### config.mk
export PLATFORM = sky130hd
export DESIGN_NAME = rtcip_top
export DESIGN_NICKNAME = d
export VERILOG_FILES = /design/src/design/rtcip_pkg.sv /design/src/design/rtcip_cap_stepper.sv /design/src/design/rtcip_top.sv
export SDC_FILE = /design/constraint.sdc
export NUM_CORES = 1
export LEC_CHECK = 0
export BUFFER_PORTS_ARGS = -buffer_cell sky130_fd_sc_hd__clkbuf_2
export CORE_ASPECT_RATIO = 0.6
export CORE_UTILIZATION = 40
export CTS_BUF_LIST = sky130_fd_sc_hd__clkbuf_16
export CTS_CLUSTER_SIZE = 28
export DETAILED_ROUTE_END_ITERATION = 10
export PLACE_DENSITY = 0.59
export SYNTH_ARGS = -nofsm -noshare
export SYNTH_HDL_FRONTEND = slang
export SYNTH_HIERARCHICAL = 1
export SYNTH_SLANG_ARGS = --single-unit
### constraint.sdc
create_clock -name aclk -period 3.7 [get_ports aclk]
set_input_delay 0.37 -clock aclk [delete_from_list [all_inputs] [get_ports aclk]]
set_output_delay 0.37 -clock aclk [all_outputs]
set_load 0.005 [all_outputs]
### src/design/rtcip_pkg.sv
package rtcip_pkg;

   // Bus timing and register indices; byte address is four times the index
   localparam int RTCIP_CLK_PERIOD_NS = 8;
   localparam logic [5:0] RTCIP_IDX_ADDR_CTRL = 6'h0B;
   localparam logic [5:0] RTCIP_IDX_DATA = 6'h0C;
   localparam logic [5:0] RTCIP_IDX_KEY = 6'h0D;
   localparam logic [5:0] RTCIP_IDX_LOCK_STATUS = 6'h0E;

   // Field positions of the address/control register
   localparam int RTCIP_CTRL_BUSY = 7;
   localparam int RTCIP_CTRL_AUTOREAD_ENABLE = 6;
   localparam int RTCIP_CTRL_SHORT = 4;
   localparam logic [7:0] RTCIP_DATA_RESET = 8'h00;

   // Internal indirect register map
   localparam logic [3:0] RTCIP_IR_SNAP_FIRST = 4'h0;
   localparam logic [3:0] RTCIP_IR_SNAP_LAST = 4'h3;
   localparam logic [3:0] RTCIP_IR_CLOCK_CTRL = 4'h4;
   localparam logic [3:0] RTCIP_IR_OSC_CTRL = 4'h5;
   localparam logic [3:0] RTCIP_IR_OSC_CONFIG = 4'h6;
   localparam logic [3:0] RTCIP_IR_ALARM_FIRST = 4'h8;
   localparam logic [3:0] RTCIP_IR_ALARM_LAST = 4'hB;

   // Bit positions inside the internal registers
   localparam int RTCIP_CC_POWER = 7;
   localparam int RTCIP_CC_MISS_EN = 6;
   localparam int RTCIP_CC_FAIL = 5;
   localparam int RTCIP_OC_XTAL = 7;
   localparam int RTCIP_OC_GAIN = 6;
   localparam int RTCIP_OC_BIAS2 = 5;
   localparam int RTCIP_OC_CLOCK_VALID_FLAG = 4;
   localparam int RTCIP_CF_AUTOSTEP = 7;
   localparam int RTCIP_CF_READY = 6;

   // Transfer lengths in bus clocks for short and long strobes
   localparam logic [2:0] RTCIP_XFER_SHORT = 3'h2;
   localparam logic [2:0] RTCIP_XFER_LONG = 3'h6;

   // Missing clock limit and load capacitance step interval
   localparam int RTCIP_MISS_TIME_NS = 100000;
   localparam int RTCIP_MISS_CYCLES = RTCIP_MISS_TIME_NS / RTCIP_CLK_PERIOD_NS;
   localparam int RTCIP_STEP_TIME_NS = 1000;
   localparam int RTCIP_STEP_CYCLES = RTCIP_STEP_TIME_NS / RTCIP_CLK_PERIOD_NS;

   // Interface lock states and unlock keys (key values are arbitrary)
   localparam logic [1:0] RTCIP_LOCKED = 2'h0;
   localparam logic [1:0] RTCIP_HALF_KEY = 2'h1;
   localparam logic [1:0] RTCIP_UNLOCKED = 2'h2;
   localparam logic [7:0] RTCIP_KEY_FIRST = 8'hA5;
   localparam logic [7:0] RTCIP_KEY_SECOND = 8'hF1;

   localparam logic [1:0] RTCIP_RESP_OKAY = 2'h0;
   localparam logic [1:0] RTCIP_RESP_SLVERR = 2'h2;

   typedef enum logic [2:0] {
      RTCIP_IDLE = 3'b001,
      RTCIP_RD = 3'b010,
      RTCIP_WR = 3'b100
   } rtcip_state_t;

   // Load capacitance in tenths of a pF for a 4-bit code
   function automatic logic [7:0] rtcip_cap_tenths(input logic [3:0] code);
      logic [7:0] c;
      c = {4'h0, code};
      if (code < 4'hC) begin
         rtcip_cap_tenths = 8'h28 + 8'(c * 8'h05);
      end else begin
         rtcip_cap_tenths = 8'h5F + 8'((c - 8'h0B) * 8'h0A);
      end
   endfunction

endpackage

### src/design/rtcip_cap_stepper.sv
`timescale 1ns/1ps
module rtcip_cap_stepper
   import rtcip_pkg::*;
#(
   parameter int STEP_CYCLES = RTCIP_STEP_CYCLES
) (
   input wire logic aclk,
   input wire logic aresetn,
   input wire logic osc_on,
   input wire logic auto_step,
   input wire logic [3:0] target,
   output logic [3:0] cap_code,
   output logic load_ready
);
   localparam int TW = $clog2(STEP_CYCLES + 1);

   logic [TW-1:0] tick;
   logic [3:0] next_cap;
   logic [TW-1:0] next_tick;
   wire step_due = (tick == TW'(STEP_CYCLES - 1));
   wire stepping = osc_on && auto_step && (cap_code < target);

   // Start from the smallest setting so the crystal starts quickly
   always_comb begin
      next_cap = cap_code;
      next_tick = '0;
      if (!osc_on && auto_step) begin
         next_cap = 4'h0;
      end else if (!auto_step || cap_code > target) begin
         next_cap = target;
      end else if (stepping) begin
         next_tick = step_due ? '0 : tick + TW'(1);
         if (step_due) begin
            next_cap = cap_code + 4'h1;
         end
      end
   end

   // Ready only once the final setting is in place
   always_ff @(posedge aclk) begin
      if (!aresetn) begin
         cap_code <= 4'h0;
         tick <= '0;
         load_ready <= 1'b0;
      end else begin
         cap_code <= next_cap;
         tick <= next_tick;
         load_ready <= osc_on && (next_cap == target);
      end
   end
endmodule

### src/design/rtcip_top.sv
`timescale 1ns/1ps
// Contract
// - Bit 7 shows busy; writing 1 starts read
// - Bit 6 enables autoread
// - Bit 5 reads zero, writes ignored
// - Bit 4 enables short strobe
// - Bits 3:0 select internal register
// - Snapshot and alarm accesses auto-increment address
// - Data register holds transferred byte, resets zero
// - Clock core runs on own oscillator timebase
// - Self-oscillate rate set by bias double
// - Sixteen load capacitance settings, four-bit field
// - Auto stepping climbs from smallest to target
// - Load-ready flag sets at final value
// - Code maps 4.0 pF up to 13.5 pF
// - Oscillator control bit 5 enables bias doubling
// - Missing clock detector sets failure flag
// - Detector timeout raises wake and interrupt event; here only a one-cycle osc_fail_event pulse, no wake output
// - Key write while unlocked relocks interface
module rtcip_top
   import rtcip_pkg::*;
#(
   parameter int ADDR_W = 8,
   parameter int MISS_CYCLES = RTCIP_MISS_CYCLES,
   parameter int STEP_CYCLES = RTCIP_STEP_CYCLES
) (
   input wire logic aclk,
   input wire logic aresetn,
   input wire logic [ADDR_W-1:0] awaddr,
   input wire logic awvalid,
   output logic awready,
   input wire logic [31:0] wdata,
   input wire logic [3:0] wstrb,
   input wire logic wvalid,
   output logic wready,
   output logic [1:0] bresp,
   output logic bvalid,
   input wire logic bready,
   input wire logic [ADDR_W-1:0] araddr,
   input wire logic arvalid,
   output logic arready,
   output logic [31:0] rdata,
   output logic [1:0] rresp,
   output logic rvalid,
   input wire logic rready,
   input wire logic osc_clk_in,
   input wire logic clock_valid_in,
   output logic osc_power_enable,
   output logic crystal_mode_select,
   output logic gain_control_enable,
   output logic bias_double,
   output logic [3:0] load_cap_code,
   output logic [7:0] load_cap_tenth_pf,
   output logic osc_fail_event
);
   localparam int MW = $clog2(MISS_CYCLES + 1);

   // Write channel holding registers
   logic aw_full, w_full;
   logic [ADDR_W-1:0] aw_q;
   logic [31:0] w_q;
   logic [3:0] ws_q;
   // Indirect port state
   logic autoread_enable, short_strobe;
   logic [3:0] ind_addr;
   logic [7:0] ind_data;
   logic [1:0] lock_state;
   rtcip_state_t state;
   logic [2:0] cnt;
   logic [7:0] mem [16];
   logic osc_fail, osc_prev;
   logic [MW-1:0] miss_cnt;
   logic load_ready;

   // Write request decode; an address or data beat may wait for its partner
   wire aw_hs = awvalid && awready;
   wire w_hs = wvalid && wready;
   wire do_wr = (aw_full || aw_hs) && (w_full || w_hs);
   wire [ADDR_W-1:0] wr_addr = aw_full ? aw_q : awaddr;
   wire [31:0] wr_data = w_full ? w_q : wdata;
   wire [3:0] wr_strb = w_full ? ws_q : wstrb;
   wire [5:0] wr_idx = wr_addr[7:2];
   wire wr_lane = wr_strb[0];
   wire [7:0] wr_byte = wr_data[7:0];
   wire wr_known = (wr_idx == RTCIP_IDX_ADDR_CTRL) ||
      (wr_idx == RTCIP_IDX_DATA) || (wr_idx == RTCIP_IDX_KEY) ||
      (wr_idx == RTCIP_IDX_LOCK_STATUS);
   assign awready = !aw_full && !bvalid;
   assign wready = !w_full && !bvalid;

   // Indirect side effects; refused while busy or locked
   wire busy = (state != RTCIP_IDLE);
   wire unlocked = (lock_state == RTCIP_UNLOCKED);
   wire port_free = !busy && unlocked;
   wire ctrl_wr = do_wr && wr_lane && port_free &&
      (wr_idx == RTCIP_IDX_ADDR_CTRL);
   wire data_wr = do_wr && wr_lane && port_free && (wr_idx == RTCIP_IDX_DATA);
   wire key_wr = do_wr && wr_lane && (wr_idx == RTCIP_IDX_KEY);

   // Read request decode
   wire ar_hs = arvalid && arready;
   wire [5:0] rd_idx = araddr[7:2];
   wire autoread_go = ar_hs && (rd_idx == RTCIP_IDX_DATA) && autoread_enable
      && port_free;
   wire start_rd = (ctrl_wr && wr_byte[RTCIP_CTRL_BUSY]) || autoread_go;
   wire start_wr = data_wr;
   assign arready = !rvalid;

   // Internal register views with hardware-owned bits overlaid
   wire [7:0] cc_view = {mem[RTCIP_IR_CLOCK_CTRL][7:6], osc_fail,
      mem[RTCIP_IR_CLOCK_CTRL][4:0]};
   wire [7:0] oc_view = {mem[RTCIP_IR_OSC_CTRL][7:5], clock_valid_in,
      mem[RTCIP_IR_OSC_CTRL][3:0]};
   wire [7:0] cf_view = {mem[RTCIP_IR_OSC_CONFIG][RTCIP_CF_AUTOSTEP],
      load_ready, 2'b00, mem[RTCIP_IR_OSC_CONFIG][3:0]};
   wire [7:0] ind_view = (ind_addr == RTCIP_IR_CLOCK_CTRL) ? cc_view :
      (ind_addr == RTCIP_IR_OSC_CTRL) ? oc_view :
      (ind_addr == RTCIP_IR_OSC_CONFIG) ? cf_view : mem[ind_addr];

   // Register read mux; bit 5 of the control register is always zero
   wire [7:0] ctrl_view = {busy, autoread_enable, 1'b0, short_strobe,
      ind_addr};
   wire rd_known = (rd_idx == RTCIP_IDX_ADDR_CTRL) ||
      (rd_idx == RTCIP_IDX_DATA) || (rd_idx == RTCIP_IDX_KEY) ||
      (rd_idx == RTCIP_IDX_LOCK_STATUS);
   wire [7:0] rd_byte = (rd_idx == RTCIP_IDX_ADDR_CTRL) ? ctrl_view :
      (rd_idx == RTCIP_IDX_DATA) ? ind_data :
      (rd_idx == RTCIP_IDX_LOCK_STATUS) ? {6'h00, lock_state} : 8'h00;

   // Transfer completion and address stepping for block targets
   wire xfer_done = busy && (cnt == 3'h0);
   wire block_tgt = (ind_addr <= RTCIP_IR_SNAP_LAST) ||
      ((ind_addr >= RTCIP_IR_ALARM_FIRST) &&
      (ind_addr <= RTCIP_IR_ALARM_LAST));
   wire mem_we = (state == RTCIP_WR) && (cnt == 3'h0);
   wire [2:0] xfer_len = short_strobe ? RTCIP_XFER_SHORT : RTCIP_XFER_LONG;

   // Missing clock detector: a stuck level for too long is a failure
   wire miss_en = mem[RTCIP_IR_CLOCK_CTRL][RTCIP_CC_MISS_EN];
   wire osc_same = (osc_clk_in == osc_prev);
   wire miss_hit = miss_en && osc_same &&
      (miss_cnt == MW'(MISS_CYCLES - 1));
   wire fail_clr = mem_we && (ind_addr == RTCIP_IR_CLOCK_CTRL) &&
      !ind_data[RTCIP_CC_FAIL];

   // Oscillator outputs straight from the stored configuration; load capacitance value from the stepper code
   assign osc_power_enable = mem[RTCIP_IR_CLOCK_CTRL][RTCIP_CC_POWER];
   assign crystal_mode_select = mem[RTCIP_IR_OSC_CTRL][RTCIP_OC_XTAL];
   assign gain_control_enable = mem[RTCIP_IR_OSC_CTRL][RTCIP_OC_GAIN];
   assign bias_double = mem[RTCIP_IR_OSC_CTRL][RTCIP_OC_BIAS2];
   assign load_cap_tenth_pf = rtcip_cap_tenths(load_cap_code);

   // AXI write side: hold whichever beat arrives first
   always_ff @(posedge aclk) begin
      if (!aresetn) begin
         aw_full <= 1'b0;
         w_full <= 1'b0;
         aw_q <= '0;
         w_q <= 32'h0000_0000;
         ws_q <= 4'h0;
         bvalid <= 1'b0;
         bresp <= RTCIP_RESP_OKAY;
      end else begin
         if (aw_hs) begin
            aw_q <= awaddr;
         end
         if (w_hs) begin
            w_q <= wdata;
            ws_q <= wstrb;
         end
         aw_full <= (aw_full || aw_hs) && !do_wr;
         w_full <= (w_full || w_hs) && !do_wr;
         if (do_wr) begin
            bvalid <= 1'b1;
            bresp <= wr_known ? RTCIP_RESP_OKAY : RTCIP_RESP_SLVERR;
         end else if (bready) begin
            bvalid <= 1'b0;
         end
      end
   end

   // AXI read side: answer one cycle after the address is taken
   always_ff @(posedge aclk) begin
      if (!aresetn) begin
         rvalid <= 1'b0;
         rdata <= 32'h0000_0000;
         rresp <= RTCIP_RESP_OKAY;
      end else if (ar_hs) begin
         rvalid <= 1'b1;
         rdata <= {24'h00_0000, rd_byte};
         rresp <= rd_known ? RTCIP_RESP_OKAY : RTCIP_RESP_SLVERR;
      end else if (rready) begin
         rvalid <= 1'b0;
      end
   end

   // Lock sequencer: two keys unlock, any key write while unlocked relocks
   always_ff @(posedge aclk) begin
      if (!aresetn) begin
         lock_state <= RTCIP_LOCKED;
      end else if (key_wr) begin
         case (lock_state)
            RTCIP_LOCKED: begin
               lock_state <= (wr_byte == RTCIP_KEY_FIRST) ?
                  RTCIP_HALF_KEY : RTCIP_LOCKED;
            end
            RTCIP_HALF_KEY: begin
               lock_state <= (wr_byte == RTCIP_KEY_SECOND) ?
                  RTCIP_UNLOCKED : RTCIP_LOCKED;
            end
            default: begin
               lock_state <= RTCIP_LOCKED;
            end
         endcase
      end
   end

   // Indirect engine; strobe length trades speed for slow internal timing
   always_ff @(posedge aclk) begin
      if (!aresetn) begin
         state <= RTCIP_IDLE;
         cnt <= 3'h0;
         autoread_enable <= 1'b0;
         short_strobe <= 1'b0;
         ind_addr <= 4'h0;
         ind_data <= RTCIP_DATA_RESET;
      end else begin
         case (state)
            RTCIP_IDLE: begin
               if (ctrl_wr) begin
                  autoread_enable <= wr_byte[RTCIP_CTRL_AUTOREAD_ENABLE];
                  short_strobe <= wr_byte[RTCIP_CTRL_SHORT];
                  ind_addr <= wr_byte[3:0];
               end
               if (data_wr) begin
                  ind_data <= wr_byte;
               end
               if (start_rd) begin
                  state <= RTCIP_RD;
                  cnt <= (ctrl_wr && wr_byte[RTCIP_CTRL_SHORT]) ||
                     (!ctrl_wr && short_strobe) ? RTCIP_XFER_SHORT - 3'h1 :
                     RTCIP_XFER_LONG - 3'h1;
               end else if (start_wr) begin
                  state <= RTCIP_WR;
                  cnt <= xfer_len - 3'h1;
               end
            end
            RTCIP_RD, RTCIP_WR: begin
               if (cnt != 3'h0) begin
                  cnt <= cnt - 3'h1;
               end else begin
                  state <= RTCIP_IDLE;
                  if (state == RTCIP_RD) begin
                     ind_data <= ind_view;
                  end
                  if (block_tgt) begin
                     ind_addr <= ind_addr + 4'h1;
                  end
               end
            end
            default: begin
               state <= RTCIP_IDLE;
            end
         endcase
      end
   end

   // Internal register storage, one entry per index
   for (genvar i = 0; i < 16; i++) begin : g_mem
      always_ff @(posedge aclk) begin
         if (!aresetn) begin
            mem[i] <= 8'h00;
         end else if (mem_we && (ind_addr == 4'(i))) begin
            mem[i] <= ind_data;
         end
      end
   end

   // Detector counter and failure flag; a new failure beats a clear
   always_ff @(posedge aclk) begin
      if (!aresetn) begin
         osc_prev <= 1'b0;
         miss_cnt <= '0;
         osc_fail <= 1'b0;
         osc_fail_event <= 1'b0;
      end else begin
         osc_prev <= osc_clk_in;
         if (!miss_en || !osc_same) begin
            miss_cnt <= '0;
         end else if (miss_cnt != MW'(MISS_CYCLES)) begin
            miss_cnt <= miss_cnt + MW'(1);
         end
         if (miss_hit) begin
            osc_fail <= 1'b1;
         end else if (fail_clr) begin
            osc_fail <= 1'b0;
         end
         osc_fail_event <= miss_hit;
      end
   end

   // Load capacitance stepping runs beside the register file
   rtcip_cap_stepper #(
      .STEP_CYCLES(STEP_CYCLES)
   ) u_stepper (
      .aclk(aclk),
      .aresetn(aresetn),
      .osc_on(osc_power_enable),
      .auto_step(mem[RTCIP_IR_OSC_CONFIG][RTCIP_CF_AUTOSTEP]),
      .target(mem[RTCIP_IR_OSC_CONFIG][3:0]),
      .cap_code(load_cap_code),
      .load_ready(load_ready)
   );

   logic rd_ctrl_q;
   always_ff @(posedge aclk) begin
      if (!aresetn) begin
         rd_ctrl_q <= 1'b0;
      end else if (ar_hs) begin
         rd_ctrl_q <= (rd_idx == RTCIP_IDX_ADDR_CTRL);
      end
   end
endmodule

==> flow_metrics.tcl <==
set metrics [dict create \
    cpMaxStageDelayCell "fa_2" \
    grt_pass1_vias 7499 \
    drt_iter0_markers 825 \
    diodes 0 \
    worstPathCellList "inv_2 -> ha_4 -> a21oi_4 -> xnor2_2 -> ha_1 -> ha_4 -> fa_2 -> and2_4 -> or4_4 -> nand4_1 -> xor2_1 -> mux2i_1 -> clkbuf_2" \
    synth_area_leaders "edfxtp_1, dfxtp_1, and2_1" \
    critPathRequiredTime_ns 3.33 \
    synth_area_sq_um 11200 \
    finalWorstSetupSlack_ns -0.0429 \
    synth_top_area_share_pct 34.2 \
    viasPerCell 5.39 \
    dp.final_hpwl_microns 19800 \
    synth_common_cells "and2_1, edfxtp_1, nor2_1" \
    end_kind "output port" \
    placed_cell_area_sq_um 11900 \
    rr_worst_depth 5 \
    grt-ovfl-total 0 \
    fin_crit_ns 3.74 \
    ys.flop_type "edfxtp_1" \
    fin_cells 1457 \
    port_buffers 61 \
    cts_htree_levels 1 \
    rows 47 \
    wl_per_cell_microns 19.5 \
    critPathKind "reg -> out" \
    max-cap-violations 0 \
    synthArstFlopShare_pct 0 \
    dp.cells 1412 \
    outcome "complete, but fails checks" \
    hold_viol 0 \
    tns_ns -0.0429 \
    cpMostUsedCell "ha_4" \
    cp-start-kind "flip-flop" \
    cts_made_buffers 22 \
    die_w_microns 218 \
    hold_path_end "rvalid" \
    synth-seq-area-share_pct 49.2 \
    hp-class "in -> reg" \
    vias 7859 \
    violations "negative setup slack" \
    hold_depth 2 \
    grt_start_max_net_pins 40 \
    fmaxAchievable_mhz 267 \
    design.die.area_sq_um 28800 \
    die_h_microns 132 \
    drc 0 \
    setup_viol_count_final 1 \
    clock-root-buffer "clkbuf_16" \
    ctsHoldBuffers 0 \
    start_util_pct 40.7 \
    routed_wl_microns 28400 \
    firstDrtPassIters 6 \
    post-route-cell-area_sq_um 12900 \
    place_congestion 0.819 \
    grt_usage_pct 20.0 \
    rsz0062_at_grt "true" \
    worst_slew_pin_slew_ns 0.974 \
    fin_crit_sh_pct 101 \
    hold_start "rready" \
    finClkSkew_ns 0.0150 \
    synth-edff-count 128 \
    p_per_area_nw_per_um2 440 \
    rr_endpoint "mem[15][5]" \
    final_max_slew_viol_count 0 \
    antenna_found_initial 0 \
    clock_latency_ns 0.53 \
    ys_warn_count 6 \
    drive_above_1_share_pct 20.6 \
    reg2reg_from "state[2]" \
    yosys_register_bits 212 \
    cts.sinks 212 \
    ioPinCount 119 \
    avgSynthCellArea_sq_um 11.2 \
    cts.path.max_buffers 3 \
    cts_tree "done" \
    area_growth_pct 14.8 \
    coreArea_sq_um 27600 \
    slowest_delay_ns 0.51 \
    path_clk_slew_ns 0.06 \
    relSlewSlack_pct 35.0 \
    p_leak_nw 4.75 \
    crit_arrival_ns 3.37 \
    synth_cell_types 81 \
    synth_area_leader_cell "edfxtp_1" \
    rrSetupSlack_ns 0.84 \
    post-synth-top-count-cell "and2_1" \
    synthCells 1002 \
    antenna_left 0 \
    nets 1167 \
    path_max_fanout 4 \
    vdd_ir_drop_max_mv 0.329 \
    grt_pass1_wl_microns 44000 \
]
-- how the worst max path moves through the flow --
stage / start / slack [ns] / endpoint / depth (start not counted)
floorplan: u_stepper/cap_code[2] / 0.22 / load_cap_tenth_pf[7] / 13
finish: u_stepper/cap_code[2] / -0.04 / load_cap_tenth_pf[7] / 13
global route: u_stepper/cap_code[2] / -0.24 / load_cap_tenth_pf[7] / 13
global placement: u_stepper/cap_code[2] / 0.31 / load_cap_tenth_pf[7] / 13
CTS: u_stepper/cap_code[1] / -0.07 / load_cap_tenth_pf[7] / 12
detailed placement: u_stepper/cap_code[2] / 0.23 / load_cap_tenth_pf[7] / 13
-- worst max-delay path, delay by kind of cell, from the launching register on --
| family | cells | cell delay [ns] |
|---|---|---|
| AO/OA/AOI/OAI | 1 | 0.15 |
| XOR/XNOR | 2 | 0.27 |
| adder cells (fa/ha/maj) | 4 | 1.17 |
| buffers and inverters | 2 | 0.16 |
| flip-flops | 1 | 0.33 |
| multiplexers | 1 | 0.08 |
| AND/OR/NAND/NOR | 3 | 0.69 |
-- cell usage in the layout (no fill, tap or decap), drive strengths merged, types with 4 or more instances in the layout --
master	instances
xnor2	16
edfxtp	128
nor2	93
nand4	10
dfxtp	84
nand2	39
and2	135
and4	4
mux2	9
o31ai	5
nand2b	8
o21ai	47
nand3	28
or3	4
or2	5
clkinv	5
a21oi	30
nor3b	9
a31oi	11
mux2i	38
conb	26
clkbuf	87
nor4	5
nand3b	5
a211oi	15
nor2b	21
mux4	33
o311ai	9
buf	39
ha	29
a22oi	9
inv	29
or3b	4
and3	4
xor2	16
-- timing repair --
action                                  CTS  global route
pin swaps                                 7             6
cloned                                    0             0
endpoints found under the setup margin    2             2
buffers inserted                          2             3
resized for setup                         9            16
-- stage by stage --
step | worst slack (ns) | hold slack, ns | power (W) | utilization (%)
floorplan | 0.219 | 0.430 | 0.00299 | -
global placement | 0.310 | 0.452 | 0.00314 | 43.3
detailed placement | 0.235 | 0.457 | 0.00315 | 43.3
CTS | -0.0710 | 0.0360 | 0.00566 | 46.4
global route | -0.245 | 0.0520 | 0.00586 | 46.7
finish | -0.0429 | 0.0485 | 0.00567 | 46.7
-- cell type report --
class | instances | area [sq um]
fill | 2500 | 14700
clock buffer | 27 | 676
multi-input combinational | 712 | 5380
clock inverter | 13 | 146
tap | 367 | 459
inverter | 27 | 101
sequential | 212 | 5530
timing repair buffer | 99 | 604
-- logic make-up (layout without fill, tap and decap cells) --
kind of cell	Yosys count	after routing	synth area share, %
other	1	26	0.0334
adders and majority gates	32	32	3.77
AOI/OAI and AO/OA	156	156	9.80
buffers and inverters	103	166	4.47
DFF	212	212	49.2
xor gates and xnor gates	32	32	2.50
and+or+nand+nor	386	386	19.3
muxes	80	80	10.9
-- routing by layer --
layer | GRT usage [%] | up-vias | share of wire [%]
met5 | 0 | - | 0
met4 | 3.85 | 0 | 1.5
met3 | 3.99 | 32 | 7.8
met2 | 27.1 | 225 | 41
met1 | 32.3 | 3864 | 50
li1 | - | 3738 | -
-- where the power goes --
| part | internal (W) | total [W] | switching (W) | leakage (nW) |
|---|---|---|---|---|
| Sequential | 0.00257 | 0.00262 | 0.0000459 | 2.00 |
| Combinational | 0.000252 | 0.000549 | 0.000297 | 2.34 |
| Clock | 0.00151 | 0.00250 | 0.000992 | 0.402 |
-- registers in the layout (all words and copies together) (netlist names), 2 cells and up, named ones only --
name                cells
aw_q                    6
cnt                     3
ind_addr                4
ind_data                8
lock_state              2
mem                   128
miss_cnt               14
rdata                   8
state                   3
u_stepper/cap_code      4
u_stepper/tick          7
w_q                     8
Power figures use the tool's default switching activity.
